===== config.mk =====
export PLATFORM = sky130hd
export DESIGN_NAME = iar_regs
export DESIGN_NICKNAME = d
export VERILOG_FILES = /design/src/shared/iar_pkg.sv /design/src/rtl/iar_regs.sv
export SDC_FILE = /design/constraint.sdc
export NUM_CORES = 1
export LEC_CHECK = 0
export BUFFER_PORTS_ARGS = -buffer_cell sky130_fd_sc_hd__buf_2
export CAP_MARGIN = 20
export CORE_MARGIN = 4
export CORE_UTILIZATION = 50
export DETAILED_ROUTE_END_ITERATION = 8
export GPL_TIMING_DRIVEN = 0
export PLACE_DENSITY = 0.74
export SLEW_MARGIN = 25
export SYNTH_ARGS = -nofsm -noshare
export SYNTH_HDL_FRONTEND = slang
export SYNTH_SLANG_ARGS = --single-unit

===== constraint.sdc =====
create_clock -name i_clk -period 1.4 [get_ports i_clk]
set_clock_uncertainty 0.05 [all_clocks]
set_input_delay 0.21 -clock i_clk [delete_from_list [all_inputs] [get_ports i_clk]]
set_output_delay 0.21 -clock i_clk [all_outputs]
set_load 0.02 [all_outputs]

===== src/shared/iar_pkg.sv =====
// Package for the identity and own bus address register group.
// Assumes a byte-wide register port driven by the serial interface engine.
package iar_pkg;
	localparam logic [7:0] ADDR_REVISION_HI = 8'h02;
	localparam logic [7:0] ADDR_ID_MID = 8'h03;
	localparam logic [7:0] ADDR_ID_LO_CFG_HI = 8'h04;
	localparam logic [7:0] ADDR_CFG_LO = 8'h05;
	localparam logic [7:0] ADDR_OWN_ADDR = 8'h06;
	localparam logic [7:0] ADDR_RSVD = 8'h07;
	// Arbitrary neutral identity values
	localparam logic [3:0] RST_REVISION = 4'h0;
	localparam logic [15:0] RST_PART_ID = 16'h00A5;
	localparam logic [10:0] RST_CFG_CODE = 11'h000;
	// Generic configurations answer at 1111100b; upper five bits stored
	localparam logic [4:0] RST_ADDR_UPPER = 5'h1F;
	localparam logic [6:0] GENERIC_TARGET_ADDR = 7'h7C;
	localparam logic [7:0] RSVD_READ = 8'h00;

	typedef struct packed {
		logic wr;
		logic [7:0] addr;
		logic [7:0] wdata;
	} iar_req_t;
endpackage


===== src/rtl/iar_regs.sv =====
// Identity and own bus address register group.
// Assumes the serial engine issues one-cycle write strobes and samples read data combinationally by offset.
`timescale 1ns/10ps
////////////////////////////////////////////////////////////////////////////////
// Behaviour
// - Keep eleven-bit factory configuration code
// - Configuration code writable; reads return written value, except bit zero of the low byte, which always reads one
// - Address bit one mirrors upper strap
// - Address bit zero mirrors lower strap
// - Generic parts default to address 1111100b
module iar_regs (
	input wire logic i_clk,
	input wire logic i_rst,
	input wire logic i_ce,
	input wire iar_pkg::iar_req_t i_req,
	input wire logic i_address_strap_upper,
	input wire logic i_address_strap_lower,
	output logic [7:0] o_rdata,
	output logic [6:0] o_own_bus_target_address
);
	import iar_pkg::*;

	logic [3:0] silicon_revision_ff;
	logic [15:0] part_identifier_ff;
	logic [10:0] cfg_code_ff;
	logic [4:0] addr_upper_ff;
	logic [7:0] rsvd_ff;

	////////////////////////////////////////////////////////////////////////////
	// Write decode shared by the checks below
	function automatic logic write_hit(input logic ce, input iar_req_t req, input logic [7:0] offset);
		return ce && req.wr && (req.addr == offset);
	endfunction

	logic hit_revision;
	logic hit_id_mid;
	logic hit_id_lo;
	logic hit_cfg_lo;
	logic hit_own;
	logic hit_rsvd;

	assign hit_revision = write_hit(i_ce, i_req, ADDR_REVISION_HI);
	assign hit_id_mid = write_hit(i_ce, i_req, ADDR_ID_MID);
	assign hit_id_lo = write_hit(i_ce, i_req, ADDR_ID_LO_CFG_HI);
	assign hit_cfg_lo = write_hit(i_ce, i_req, ADDR_CFG_LO);
	assign hit_own = write_hit(i_ce, i_req, ADDR_OWN_ADDR);
	assign hit_rsvd = write_hit(i_ce, i_req, ADDR_RSVD);

	////////////////////////////////////////////////////////////////////////////
	always_ff @(posedge i_clk or posedge i_rst) begin
		if (i_rst) begin
			silicon_revision_ff <= RST_REVISION;
			part_identifier_ff <= RST_PART_ID;
		end else if (i_ce && i_req.wr) begin
			if (i_req.addr == ADDR_REVISION_HI) begin
				silicon_revision_ff <= i_req.wdata[7:4];
				part_identifier_ff[15:12] <= i_req.wdata[3:0];
			end
			if (i_req.addr == ADDR_ID_MID) begin
				part_identifier_ff[11:4] <= i_req.wdata;
			end
			if (i_req.addr == ADDR_ID_LO_CFG_HI) begin
				part_identifier_ff[3:0] <= i_req.wdata[7:4];
			end
		end
	end

	always_ff @(posedge i_clk or posedge i_rst) begin
		if (i_rst) begin
			cfg_code_ff <= RST_CFG_CODE;
		end else if (i_ce && i_req.wr) begin
			if (i_req.addr == ADDR_ID_LO_CFG_HI) begin
				cfg_code_ff[10:7] <= i_req.wdata[3:0];
			end
			if (i_req.addr == ADDR_CFG_LO) begin
				cfg_code_ff[6:0] <= i_req.wdata[7:1];
			end
		end
	end

	always_ff @(posedge i_clk or posedge i_rst) begin
		if (i_rst) begin
			addr_upper_ff <= RST_ADDR_UPPER;
			rsvd_ff <= RSVD_READ;
		end else if (i_ce && i_req.wr) begin
			if (i_req.addr == ADDR_OWN_ADDR) begin
				addr_upper_ff <= i_req.wdata[6:2];
			end
			if (i_req.addr == ADDR_RSVD) begin
				rsvd_ff <= i_req.wdata;
			end
		end
	end

	////////////////////////////////////////////////////////////////////////////
	// Strap bits are live, never stored
	assign o_own_bus_target_address = {addr_upper_ff, i_address_strap_upper, i_address_strap_lower};

	always_comb begin
		unique case (i_req.addr)
			ADDR_REVISION_HI: o_rdata = {silicon_revision_ff, part_identifier_ff[15:12]};
			ADDR_ID_MID: o_rdata = part_identifier_ff[11:4];
			ADDR_ID_LO_CFG_HI: o_rdata = {part_identifier_ff[3:0], cfg_code_ff[10:7]};
			ADDR_CFG_LO: o_rdata = {cfg_code_ff[6:0], 1'b1};
			ADDR_OWN_ADDR: o_rdata = {1'b0, o_own_bus_target_address};
			ADDR_RSVD: o_rdata = rsvd_ff;
			default: o_rdata = RSVD_READ;
		endcase
	end

	////////////////////////////////////////////////////////////////////////////
	cfg_write_a: assert property (@(posedge i_clk) disable iff (i_rst)
		i_ce && i_req.wr && i_req.addr == ADDR_CFG_LO |=> cfg_code_ff[6:0] == $past(i_req.wdata[7:1]))
		else $error("config code low not written");
	cfg_hold_a: assert property (@(posedge i_clk) disable iff (i_rst)
		!i_ce |=> $stable(cfg_code_ff))
		else $error("config code changed while frozen");
	addr_upper_a: assert property (@(posedge i_clk) disable iff (i_rst)
		i_ce && i_req.wr && i_req.addr == ADDR_OWN_ADDR |=> o_own_bus_target_address[6:2] == $past(i_req.wdata[6:2]))
		else $error("address upper not written");
	strap_hi_a: assert property (@(posedge i_clk) disable iff (i_rst)
		o_own_bus_target_address[1] == i_address_strap_upper)
		else $error("bit one not following strap");
	strap_lo_a: assert property (@(posedge i_clk) disable iff (i_rst)
		o_own_bus_target_address[0] == i_address_strap_lower)
		else $error("bit zero not following strap");
	addr_reset_a: assert property (@(posedge i_clk)
		$fell(i_rst) |-> addr_upper_ff == GENERIC_TARGET_ADDR[6:2])
		else $error("address upper not generic after reset");
	read_cfg_a: assert property (@(posedge i_clk) disable iff (i_rst)
		i_req.addr == ADDR_CFG_LO |-> o_rdata == {cfg_code_ff[6:0], 1'b1})
		else $error("config code read wrong");
	read_id_a: assert property (@(posedge i_clk) disable iff (i_rst)
		i_ce && i_req.wr && i_req.addr == ADDR_ID_MID ##1 i_req.addr == ADDR_ID_MID && !i_req.wr
		|-> o_rdata == $past(i_req.wdata))
		else $error("part id middle read wrong");

	////////////////////////////////////////////////////////////////////////////
	// Writes land in the addressed field one cycle later
	rev_write_a: assert property (@(posedge i_clk) disable iff (i_rst)
		hit_revision |=> silicon_revision_ff == $past(i_req.wdata[7:4]))
		else $error("revision not written");
	id_hi_write_a: assert property (@(posedge i_clk) disable iff (i_rst)
		hit_revision |=> part_identifier_ff[15:12] == $past(i_req.wdata[3:0]))
		else $error("part id upper not written");
	id_mid_write_a: assert property (@(posedge i_clk) disable iff (i_rst)
		hit_id_mid |=> part_identifier_ff[11:4] == $past(i_req.wdata))
		else $error("part id middle not written");
	id_lo_write_a: assert property (@(posedge i_clk) disable iff (i_rst)
		hit_id_lo |=> part_identifier_ff[3:0] == $past(i_req.wdata[7:4]))
		else $error("part id lower not written");
	cfg_hi_write_a: assert property (@(posedge i_clk) disable iff (i_rst)
		hit_id_lo |=> cfg_code_ff[10:7] == $past(i_req.wdata[3:0]))
		else $error("config code upper not written");
	rsvd_write_a: assert property (@(posedge i_clk) disable iff (i_rst)
		hit_rsvd |=> rsvd_ff == $past(i_req.wdata))
		else $error("reserved byte not written");

	////////////////////////////////////////////////////////////////////////////
	// Fields keep their value unless written
	rev_hold_a: assert property (@(posedge i_clk) disable iff (i_rst)
		!i_ce |=> $stable(silicon_revision_ff))
		else $error("revision changed while frozen");
	id_hold_a: assert property (@(posedge i_clk) disable iff (i_rst)
		!i_ce |=> $stable(part_identifier_ff))
		else $error("part id changed while frozen");
	addr_hold_a: assert property (@(posedge i_clk) disable iff (i_rst)
		!i_ce |=> $stable(addr_upper_ff))
		else $error("address upper changed while frozen");
	rsvd_hold_a: assert property (@(posedge i_clk) disable iff (i_rst)
		!i_ce |=> $stable(rsvd_ff))
		else $error("reserved byte changed while frozen");
	cfg_keep_a: assert property (@(posedge i_clk) disable iff (i_rst)
		!hit_id_lo && !hit_cfg_lo |=> $stable(cfg_code_ff))
		else $error("config code changed without write");
	addr_keep_a: assert property (@(posedge i_clk) disable iff (i_rst)
		!hit_own |=> $stable(addr_upper_ff))
		else $error("address upper changed without write");
	id_keep_a: assert property (@(posedge i_clk) disable iff (i_rst)
		!hit_revision && !hit_id_mid && !hit_id_lo |=> $stable(part_identifier_ff))
		else $error("part id changed without write");

	////////////////////////////////////////////////////////////////////////////
	// Read mux returns each field at its own offset
	read_rev_a: assert property (@(posedge i_clk) disable iff (i_rst)
		i_req.addr == ADDR_REVISION_HI |-> o_rdata == {silicon_revision_ff, part_identifier_ff[15:12]})
		else $error("revision read wrong");
	read_mid_a: assert property (@(posedge i_clk) disable iff (i_rst)
		i_req.addr == ADDR_ID_MID |-> o_rdata == part_identifier_ff[11:4])
		else $error("part id middle mux wrong");
	read_lo_a: assert property (@(posedge i_clk) disable iff (i_rst)
		i_req.addr == ADDR_ID_LO_CFG_HI |-> o_rdata == {part_identifier_ff[3:0], cfg_code_ff[10:7]})
		else $error("part id lower read wrong");
	cfg_lsb_a: assert property (@(posedge i_clk) disable iff (i_rst)
		i_req.addr == ADDR_CFG_LO |-> o_rdata[0] == 1'b1)
		else $error("config low marker bit wrong");
	read_own_a: assert property (@(posedge i_clk) disable iff (i_rst)
		i_req.addr == ADDR_OWN_ADDR |-> o_rdata == {1'b0, o_own_bus_target_address})
		else $error("own address read wrong");
	own_top_a: assert property (@(posedge i_clk) disable iff (i_rst)
		i_req.addr == ADDR_OWN_ADDR |-> o_rdata[7] == 1'b0)
		else $error("own address top bit set");
	read_rsvd_a: assert property (@(posedge i_clk) disable iff (i_rst)
		i_req.addr == ADDR_RSVD |-> o_rdata == rsvd_ff)
		else $error("reserved byte read wrong");
	read_unmapped_a: assert property (@(posedge i_clk) disable iff (i_rst)
		!(i_req.addr inside {[ADDR_REVISION_HI:ADDR_RSVD]}) |-> o_rdata == RSVD_READ)
		else $error("unmapped read not zero");
	own_upper_a: assert property (@(posedge i_clk) disable iff (i_rst)
		o_own_bus_target_address[6:2] == addr_upper_ff)
		else $error("address upper not driven from field");

	////////////////////////////////////////////////////////////////////////////
	// Values seen at the first edge after reset
	cfg_reset_a: assert property (@(posedge i_clk)
		$fell(i_rst) |-> cfg_code_ff == RST_CFG_CODE)
		else $error("config code not reset");
	id_reset_a: assert property (@(posedge i_clk)
		$fell(i_rst) |-> part_identifier_ff == RST_PART_ID)
		else $error("part id not reset");
	addr_generic_a: assert property (@(posedge i_clk)
		$fell(i_rst) && !i_address_strap_upper && !i_address_strap_lower |-> o_own_bus_target_address == GENERIC_TARGET_ADDR)
		else $error("generic address not seen after reset");
endmodule


Word-level counts from Yosys, hierarchy flattened
Cells that the tools add are included.
- eq/ne operators: 6
- mux-type cells: 1
- reductions and logical operators: 7
- operators by type and width (cell ; count):
    8-bit case mux with 6 select lines ; 1
    8-bit by 3-bit equality test with 1-bit output, second input constant ; 4
    8-bit by 2-bit equality test with 1-bit output, second input constant ; 2
    2-bit AND reduction ; 6
    1-bit logical AND ; 1
- input port bits: 22
- output and inout bits: 15
- flip-flop bits (word level): 44
- word-level logic and storage cells: 22

Longest topological paths before layout
Gate-level depths: netlist of the first run.
- depth in word-level cells: 2
- gate-level depth with buffers: 5
- mapped depth without buffers: 3

Worst setup path before layout of the first run
Ideal clock, no wire load.
- path type: input to output
- start point: input port i_req[8] (netlist name)
- end point: output port o_rdata[7]
- stages: 5
- arrival time: 1.359 ns
- path buffers: 2
- path slack: -0.219 ns
- required time: 1.140 ns
- path through: buf_2 buf_2 nor2_1 a22oi_1 a211oi_1
- cells in the longest elaborated chain, start to end: 2
- elaborated cells between the ends (all ways): 7
- classes of those cells: eq/ne: 6; mux: 1
- ends and longest elaborated chain (item ; line ; source):
    from (decl) ; iar_regs.sv:15 ; input wire iar_pkg::iar_req_t i_req,
    8-bit by 3-bit equality test with 1-bit output / 8-bit by 2-bit equality test with 1-bit output (equally long branches) ; iar_regs.sv:100 ; unique case (i_req.addr)
    8-bit case mux with 6 select lines (*) ; iar_regs.sv:100 ;
    to (decl) ; iar_regs.sv:18 ; output logic [7:0] o_rdata,
Mark *: on every way between the ends. The rest lies on a longest branch, timed or not.

Worst setup path after layout of the first run
- start point: register rsvd_ff[3]
- end point: output port o_rdata[3]
- cells in the longest elaborated chain, start to end: 1
- ends and longest elaborated chain (item ; line ; source):
    from (decl) ; iar_regs.sv:27 ; logic [7:0] rsvd_ff;
    from (signal assigned) ; iar_regs.sv:90 ; rsvd_ff <= i_req.wdata;
    8-bit case mux with 6 select lines ; iar_regs.sv:100 ;
No other way between the ends.

==> results.md, run 1 <==
* Diode count at 0
* Row cnt at 23
* DRC at 0
* Reg2reg path depth at 2
* Detail Route Antenna Nets at 0
* Layout Nets at 227
* Wire length of the first global-routing pass at 8.65 mm
* Grt ovf at 0
* Sequential area share after synthesis at 0.504
* Drt first pass iters at 4
* Vias in the first global route at 1584
* DR vias at 1477
* R2r endpoint: rsvd_ff[7]
* Htree depth at 2
* WP data required at 1.14 ns
* Hold Crit Class: input port to register
* Core area at 4140 sq um
* Crit share post-route at 1.28
* Crit Path Max Fanout at 2
* Hold path depth at 2
* Reg2reg start: rsvd_ff[7]
* Placed insts at 240
* Non-Filler Instances at 256
* Count leader, synth: mux2_2
* Final Hold Viols at 0
* Fin area at 2880 sq um
* Area leader, netlist: dfrtp_1
* Port buffer count at 35
* CTS tree: done
* Pre-CTS WS at -0.392 ns
* Max Cap Viol at 0
* Pwr Density at 903 nW/um^2
* Post-synth EDFFs at 0
* Register bit total from synthesis at 44
* Outcome: finished with violations
* Synth Instances at 154
* Clock tree root buffer cell: clkbuf_8
* Max Buffers Root-to-Sink at 2
* Vias per cell at 5.77
* Post-synth top cells: mux2_2, dfrtp_1, dfstp_2
* Initial core utilization at 0.533
* Design Power at 2.60 mW
* Worst Path Arrival at 1.53 ns
* Fin Setup TNS at -2.67 ns
* Slew HR at 0.722
* Worst hold margin at 0.156 ns
* Multi-input logic area at 1160 sq um
* GRT Resource Usage Total at 0.211
* FFs w/ async S/R, synth at 1.00
* Mapped cell area at 2210 sq um
* Hold_sp: i_req[7]
* Peak Freq at 0.558 GHz
* Ys flop type: dfrtp_1
* Setup crit start kind: register
* Nature of the critical path endpoint: output pin
* Avg Cell Area, Syn at 14.3 sq um
* Final core utilization at 0.694
* Syn-to-layout area delta at 30.3%
* Final Max Tran Viols at 0
* Gpl congestion at 0.788
* Synthesis Warnings at 0
* Largest cells by area after synthesis: dfrtp_1, mux2_2, dfstp_2, mux4_2, a22oi_1
* Area share of the largest cell type after synthesis at 0.397
* Initial drt markers at 94
* RSZ-0062 raised after global routing: true
* Chip width at 74.5 microns
* CTS buffer count at 5
* Worst hold endpoint: part_identifier_ff[3]
* Die Ht at 74.5 microns
* Failing checks: setup timing
* Worst-skew pair later-pin latency at 0.28 ns
* Setup WS post-layout at -0.393 ns
* Reg2Reg Setup Slack at 0.47 ns
* Maximum VDD drop at 677 uV
* Final wirelength at 5.32 mm
* Worst-path clk slew at 0.09 ns
* Net Count, Synth at 176
* Post-DR wirelength/cell at 20.8 microns
* Io pins at 37
* WS Path Type: register to output pin
* Endpoints failing setup at 21
* Hpwl dp at 3.52 mm
* Filler cell count at 297
* Initial antenna violation count at 0
* Layout cells sized above 1 at 0.728
* Die area at 5540 sq um
* Distinct cells, synth at 29
* Min Clock Period, post-route at 1.79 ns
* Clock sinks at 44
* Post-DP Area at 2570 sq um
* Pin count of the biggest net entering global routing at 30
* Slew at the pin with the worst max-slew slack at 0.415 ns
* Reg area at 1110 sq um
* P_leak at 1.40 nW
==> layer usage <==
metal,GRT usage,up-vias,share of wire
met5,0,-,0
met4,0.0494,0,0.0085
met3,0.0500,7,0.044
met2,0.335,37,0.48
met1,0.295,756,0.46
li1,-,677,-
==> cells in the final DEF, fill, tap and decap left out, types with 2 or more instances in the layout <==
cell type and count:
dfrtp_1 35, dfstp_2 9, nand3b_1 2, nor2b_2 2, buf_2 24, nor2_4 2
a22oi_2 6, and4b_1 2, mux4_2 5, mux2_4 9, buf_4 15, nor2_2 2
a21oi_2 2, nor2_1 2, clkbuf_8 5, buf_8 3, buf_6 8, a2bb2oi_1 2
mux2i_1 2, mux2_2 43, and2_1 2
==> critical path, cell delays in order, from the launching register on <==
cell and delay, ns:
dfrtp_1 0.38, mux4_2 0.47, a22oi_2 0.21, nor2_4 0.06
buf_6 0.13
==> cells by family (layout without fill, tap and decap cells) <==
logic type	after synthesis	after routing	synth area share
multiplexers	59	59	0.327
AO/OA/AOI/OAI	14	14	0.0442
AND/OR/NAND/NOR	27	27	0.0986
buffers and inverters	10	62	0.0266
flip-flops	44	44	0.504
==> worst max path at each step <==
stage | start | to | slack, ns
2_1_floorplan | i_req[10] | o_rdata[3] | -0.08
3_3_place_gp | i_req[9] | o_rdata[2] | -0.39
3_5_place_dp | i_req[9] | o_rdata[2] | -0.39
4_1_cts | rsvd_ff[1] | o_rdata[1] | -0.38
5_1_grt | rsvd_ff[5] | o_rdata[5] | -0.45
6_report | rsvd_ff[3] | o_rdata[3] | -0.39
==> registers in the layout, indices dropped and copies added (netlist names) <==
name	count
silicon_revision_ff	4
cfg_code_ff	11
rsvd_ff	8
part_identifier_ff	16
addr_upper_ff	5
==> area by class of cell <==
class	instances	share of cell area
Buffer	9	0.0361
Clock inverter	3	0.0148
Timing Repair Buffer	44	0.111
Tap cell	50	0.0217
Inverter	1	0.00130
Clock buffer	5	0.0239
Multi-Input combinational cell	100	0.405
Sequential cell	44	0.387
==> report_power, final <==
part	total [mW]	internal, mW	switching (mW)
clock	0.972	0.528	0.444
combinational	0.297	0.144	0.153
sequential	1.33	1.31	0.0177
==> timing repair <==
item	in CTS	in global routing
gates resized for setup	32	5
setup endpoints to repair	29	31
setup buffers	4	3
hold buffers	1	0
endpoints found under the hold margin	14	0
pin swaps	8	4
(Power assumes the default switching activity.)
==> run 2, diff against run 1 <==
CELL_PAD_IN_SITES_DETAIL_PLACEMENT = 1   (was default)
CELL_PAD_IN_SITES_GLOBAL_PLACEMENT = 1   (was default)
CORE_UTILIZATION = 41   (was 50)
==> results.md, run 2 (synthesis results as in run 1) <==
* RSZ-0062 raised after global routing: true
* Grt ovf at 0 (unchanged)
* Pin count of the biggest net entering global routing at 25 (-17%)
* Crit share post-route at 1.31 (+0.0247)
* CP cell instances: mux4_2, a22oi_2, nor2_1, buf_4
* Die Ht at 81.4 microns (+9.3%)
* Vias per cell at 5.50 (-4.7%)
* Endpoints failing setup at 31 (+48%)
* Layout cells sized above 1 at 0.730 (+0.00170)
* Setup WS post-layout at -0.428 ns (-0.0346 ns)
* CP max stage delay at 0.49 ns (+0.02 ns)
* Hold Crit Class: input port to register
* Reg2reg start: rsvd_ff[1]
* Layout Nets at 232 (+2.2%)
* Peak Freq at 0.547 GHz (-1.9%)
* Buf/Inv on CP at 1 (unchanged)
* Hpwl dp at 4.19 mm (+19%)
* Failing checks: setup timing
* Drt first pass iters at 4 (unchanged)
* R2r endpoint: rsvd_ff[1]
* CTS tree: done
* Most frequent cells in the layout: mux2_2, dfrtp_1, buf_2
* Initial antenna violation count at 0 (unchanged)
* Core area at 5170 sq um (+25%)
* Pre-CTS WS at -0.470 ns (-0.0775 ns)
* Reg2Reg Setup Slack at 0.32 ns (-0.15 ns)
* Worst Setup EP: o_rdata[1]
* Max Buffers Root-to-Sink at 2 (unchanged)
* Vias in the first global route at 1672 (+5.6%)
* Worst-skew pair later-pin latency at 0.29 ns (about the same)
* Clock tree root buffer cell: clkbuf_8
* Min Clock Period, post-route at 1.83 ns (+0.0346 ns)
* Syn-to-layout area delta at 33.3%
* Reg2reg path depth at 3 (+1)
* Gpl congestion at 0.784 (-0.56%)
* Detail Route Antenna Nets at 0 (unchanged)
* Row cnt at 26 (+13%)
* Pwr Density at 883 nW/um^2 (-2.2%)
* P_leak at 1.42 nW (+1.7%)
* Slew at the pin with the worst max-slew slack at 0.497 ns (+0.0823 ns)
* Io pins at 37 (unchanged)
* CTS buffer count at 5 (unchanged)
* Htree depth at 2 (unchanged)
* DRC at 0 (unchanged)
* Wire length of the first global-routing pass at 9.20 mm (+6.4%)
* Crit-path leading delay family: multiplexers
* Worst-path clk slew at 0.09 ns (about the same)
* Commonest non-fill, non-tap cell in the layout: mux2_2
* Initial core utilization at 0.427 (-0.106)
* Cell count along the critical path at 4 (unchanged)
* Max Cap Viol at 0 (unchanged)
* Initial drt markers at 66 (-30%)
* Port buffer count at 35 (unchanged)
* Most flop-heavy register: part_identifier_ff
* Post-DR wirelength/cell at 20.9 microns (+0.56%)
* Final Max Tran Viols at 0 (unchanged)
* DR vias at 1545 (+4.6%)
* WP data required at 1.14 ns (about the same)
* Maximum VDD drop at 646 uV (-4.5%)
* Slew HR at 0.668 (-0.0541)
* Worst Path Arrival at 1.57 ns (+0.04 ns)
* Crit path launch: rsvd_ff[1]
* CP max-delay cell: mux4_2
* Diode count at 0 (unchanged)
* Die area at 6620 sq um (+19%)
* Outcome: finished with violations
* Nature of the critical path endpoint: output pin
* Final wirelength at 5.87 mm (+10%)
* Setup crit start kind: register
* WS Path Type: register to output pin
* Clock sinks at 44 (unchanged)
* Design Power at 2.60 mW (+0.15%)
* Chip width at 81.4 microns (+9.3%)
* Crit Path Max Fanout at 2 (unchanged)
* Top Registers: part_identifier_ff (16), cfg_code_ff (11), rsvd_ff (8)
* Max reg flops at 16 (unchanged)
* Final Hold Viols at 0 (unchanged)
* GRT Resource Usage Total at 0.191 (-0.0200)
[run 2: cell type report]
cell class                      count  area, sq um
Buffer                              9          108
Clock buffer                        6         72.6
Clock inverter                      2         35.0
Fill cell                         508         2230
Inverter                            1         3.75
Multi-Input combinational cell    100         1150
Sequential cell                    44         1110
Tap cell                           70         87.6
Timing Repair Buffer               49          370
[run 2: how the worst min path moves through the flow]
stage	depth (start not counted)	slack (ns)	start	to
6_report	2	0.15	i_req[0]	part_identifier_ff[4]
5_1_grt	2	0.14	i_req[1]	cfg_code_ff[8]
2_1_floorplan	1	0.31	i_req[4]	part_identifier_ff[0]
3_3_place_gp	1	0.43	part_identifier_ff[8]	part_identifier_ff[8]
4_1_cts	2	0.14	i_req[0]	part_identifier_ff[4]
3_5_place_dp	2	0.21	i_rst	cfg_code_ff[5]
[run 2: through the flow]
step | std cells | hold slack (ns) | util | setup TNS, ns | area (sq um)
2_1_floorplan | 154 | 0.307 | - | -0.386 | 2320
3_3_place_gp | 259 | 0.429 | 0.499 | -28.72 | 2580
3_5_place_dp | 260 | 0.214 | 0.504 | -18.86 | 2610
4_1_cts | 273 | 0.144 | 0.553 | -3.72 | 2860
5_1_grt | 281 | 0.138 | 0.569 | -5.08 | 2940
6_report | 281 | 0.155 | 0.569 | -3.46 | 2940
[run 2: layer usage]
metal | vias up | wire (microns) | GRT usage
met5 | - | 0 | 0
met4 | 0 | 76 | 0.0709
met3 | 8 | 242 | 0.0432
met2 | 30 | 3120 | 0.318
met1 | 816 | 2430 | 0.241
li1 | 691 | - | -
[run 2: what timing repair did]
| item | CTS | global route |
|---|---|---|
| setup buffers | 4 | 8 |
| endpoints found under the hold margin | 15 | 0 |
| gates resized for setup | 32 | 7 |
| pin swaps | 8 | 7 |
| hold buffers | 1 | 0 |
| endpoints found under the setup margin | 37 | 44 |
[run 2: worst register-to-register path, stage by stage, from the launching register on]
cell and delay (ns):
dfrtp_1 0.39, buf_4 0.14, buf_4 0.12, mux2_2 0.27
[run 2: report_power, final]
group          leakage (nW)  internal [mW]  switching [mW]
clock network        0.0552          0.530           0.430
registers             0.579           1.31          0.0189
logic                 0.786          0.154           0.158
==> run 3, diff against run 2 <==
BUFFER_PORTS_ARGS = -buffer_cell sky130_fd_sc_hd__buf_4   (was -buffer_cell sky130_fd_sc_hd__buf_2)
==> results.md, run 3 (synthesis results as in run 1) <==
* Outcome: finished with violations
* Failing checks: setup timing
* Row cnt at 26 (unchanged)
* Port buffer count at 35 (unchanged)
* Initial core utilization at 0.427 (unchanged)
* P_leak at 1.45 nW (+2.4%)
* Clock tree root buffer cell: clkbuf_8
* Non-Filler Instances at 279 (-0.71%)
* RSZ-0062 raised after global routing: true
* Nature of the critical path endpoint: output pin
* Max Buffers Root-to-Sink at 2 (unchanged)
* Setup WS post-layout at -0.375 ns (+0.0527 ns)
* Initial antenna violation count at 0 (unchanged)
* CTS tree: done
* Max Cap Viol at 0 (unchanged)
* Filler cell count at 498 (-2.0%)
* Switch Pwr at 609 uW (+0.43%)
* CP max stage delay at 0.47 ns (-0.02 ns)
* Commonest non-fill, non-tap cell in the layout: mux2_2
* Crit Path Max Fanout at 2 (unchanged)
* Combinational share of power at 0.131 (+0.011)
* Internal at 1.93 mW (-3.2%)
* Post-DR wirelength/cell at 21.3 microns (+1.8%)
* Vias in the first global route at 1721 (+2.9%)
* Endpoints failing setup at 29 (-6.5%)
* Layout Nets at 230 (-0.86%)
* Sw Ratio at 0.240 (+0.00659)
* Top Registers: part_identifier_ff (16), cfg_code_ff (11), rsvd_ff (8)
* CP max-delay cell: mux4_2
* Crit share post-route at 1.27 (-0.0377)
* Die Ht at 81.4 microns (unchanged)
* Grt ovf at 0 (unchanged)
* Clock share of power at 0.346 (-0.023)
* GRT Resource Usage Total at 0.196 (+0.00573)
* Worst-path clk slew at 0.08 ns (about the same)
* Maximum VDD drop at 530 uV (-18%)
* Detail Route Antenna Nets at 0 (unchanged)
* Diode count at 0 (unchanged)
* Gpl congestion at 0.777 (-0.88%)
* Vias per cell at 5.35 (-2.6%)
* Final Hold Viols at 0 (unchanged)
* Max reg flops at 16 (unchanged)
* Slew at the pin with the worst max-slew slack at 0.505 ns (+0.00796 ns)
* Hold Crit Class: input port to register
* Min Clock Period, post-route at 1.78 ns (-0.0527 ns)
* Clock sinks at 44 (unchanged)
* Final core utilization at 0.585 (+0.0162)
* Peak Freq at 0.563 GHz (+3.0%)
* Pwr Density at 839 nW/um^2 (-5.0%)
* Placed insts at 260 (unchanged)
* Htree depth at 2 (unchanged)
* Worst-skew pair later-pin latency at 0.30 ns (about the same)
* WS Path Type: register to output pin
* Layout cells sized above 1 at 0.732 (+0.00220)
* Final wirelength at 5.93 mm (+1.0%)
* Pin count of the biggest net entering global routing at 25 (unchanged)
* DRC at 0 (unchanged)
* Most frequent cells in the layout: mux2_2, buf_4, dfrtp_1
* Flop pwr share at 0.523 (+0.012)
* Wire length of the first global-routing pass at 9.45 mm (+2.6%)
* Drt first pass iters at 4 (unchanged)
* Hold path depth at 2 (unchanged)
* CTS buffer count at 5 (unchanged)
* Io pins at 37 (unchanged)
* WP data required at 1.14 ns (about the same)
* Final Max Tran Viols at 0 (unchanged)
* Die area at 6620 sq um (unchanged)
* DR vias at 1494 (-3.3%)
* Slew HR at 0.663 (-0.00531)
* Initial drt markers at 82 (+24%)
* Hpwl dp at 4.12 mm (-1.8%)
* Worst Path Arrival at 1.52 ns (-0.05 ns)
* Most flop-heavy register: part_identifier_ff
* CP cell instances: mux4_2, a22oi_2, nor2_2, buf_6
* Syn-to-layout area delta at 37.1%
* Reg2reg path depth at 2 (-1)
* Setup crit start kind: register
* Core area at 5170 sq um (unchanged)
* Chip width at 81.4 microns (unchanged)
[run 3: layout make-up]
type | instances | area (sq um) | share of cell area
plain buffers | 8 | 100 | 0.0331
well taps | 70 | 87.6 | 0.0289
multi-input cells | 100 | 1200 | 0.395
inverters | 1 | 3.75 | 0.00124
flip-flops and latches | 44 | 1110 | 0.367
clock buffers | 8 | 100 | 0.0331
repair buffers | 48 | 428 | 0.141
[run 3: per-layer routing]
metal  track usage  routed length [microns]
met5             0                        0
met4        0.0608                       91
met3        0.0421                      212
met2         0.322                     2980
met1         0.259                     2650
[run 3: worst max-delay path: cells and delay by family, from the launching register on]
kind | cells | cell delay (ns)
AO/OA/AOI/OAI | 1 | 0.18
buffers and inverters | 1 | 0.13
flip-flops | 1 | 0.37
multiplexers | 1 | 0.47
AND/OR/NAND/NOR | 1 | 0.07
[run 3: path summary, 6_finish.rpt]
check                                  startpoint                      to  slack [ns]
max                                    rsvd_ff[5]              o_rdata[5]       -0.38
min                                      i_req[7]   part_identifier_ff[3]        0.12
max reg2reg                part_identifier_ff[15]  part_identifier_ff[15]        0.47
min reg2reg                        cfg_code_ff[5]          cfg_code_ff[5]        0.45
max in group asynchronous                   i_rst        addr_upper_ff[0]        0.27
min in group asynchronous                   i_rst  silicon_revision_ff[0]        0.45
[run 3: timing repair]
item / in CTS / in global routing
gates resized for setup: 22 / 13
hold buffers: 1 / 0
buffers inserted: 8 / 3
endpoints found under the hold margin: 15 / 0
endpoints found under the setup margin: 42 / 39
pin swaps: 9 / 8
[run 3: power by group through the flow]
| stage | sequential (mW) | clock, mW | combinational [mW] |
|---|---|---|---|
| floorplan | 1.35 | 0 | 0.157 |
| global placement | 1.35 | 0 | 0.271 |
| detailed placement | 1.35 | 0 | 0.293 |
| CTS | 1.33 | 0.896 | 0.320 |
| global route | 1.33 | 0.967 | 0.357 |
| finish | 1.33 | 0.880 | 0.332 |
[run 3: per-stage QoR]
step | hold WS, ns | setup TNS (ns) | cell area, sq um | total power [mW] | worst slack, ns
floorplan | 0.307 | -0.386 | 2320 | 1.51 | -0.0784
global placement | 0.426 | -29.85 | 2670 | 1.62 | -0.387
detailed placement | 0.229 | -18.32 | 2700 | 1.64 | -0.487
CTS | 0.120 | -2.52 | 2950 | 2.54 | -0.404
global route | 0.117 | -4.71 | 3030 | 2.66 | -0.446
finish | 0.121 | -3.19 | 3030 | 2.54 | -0.375
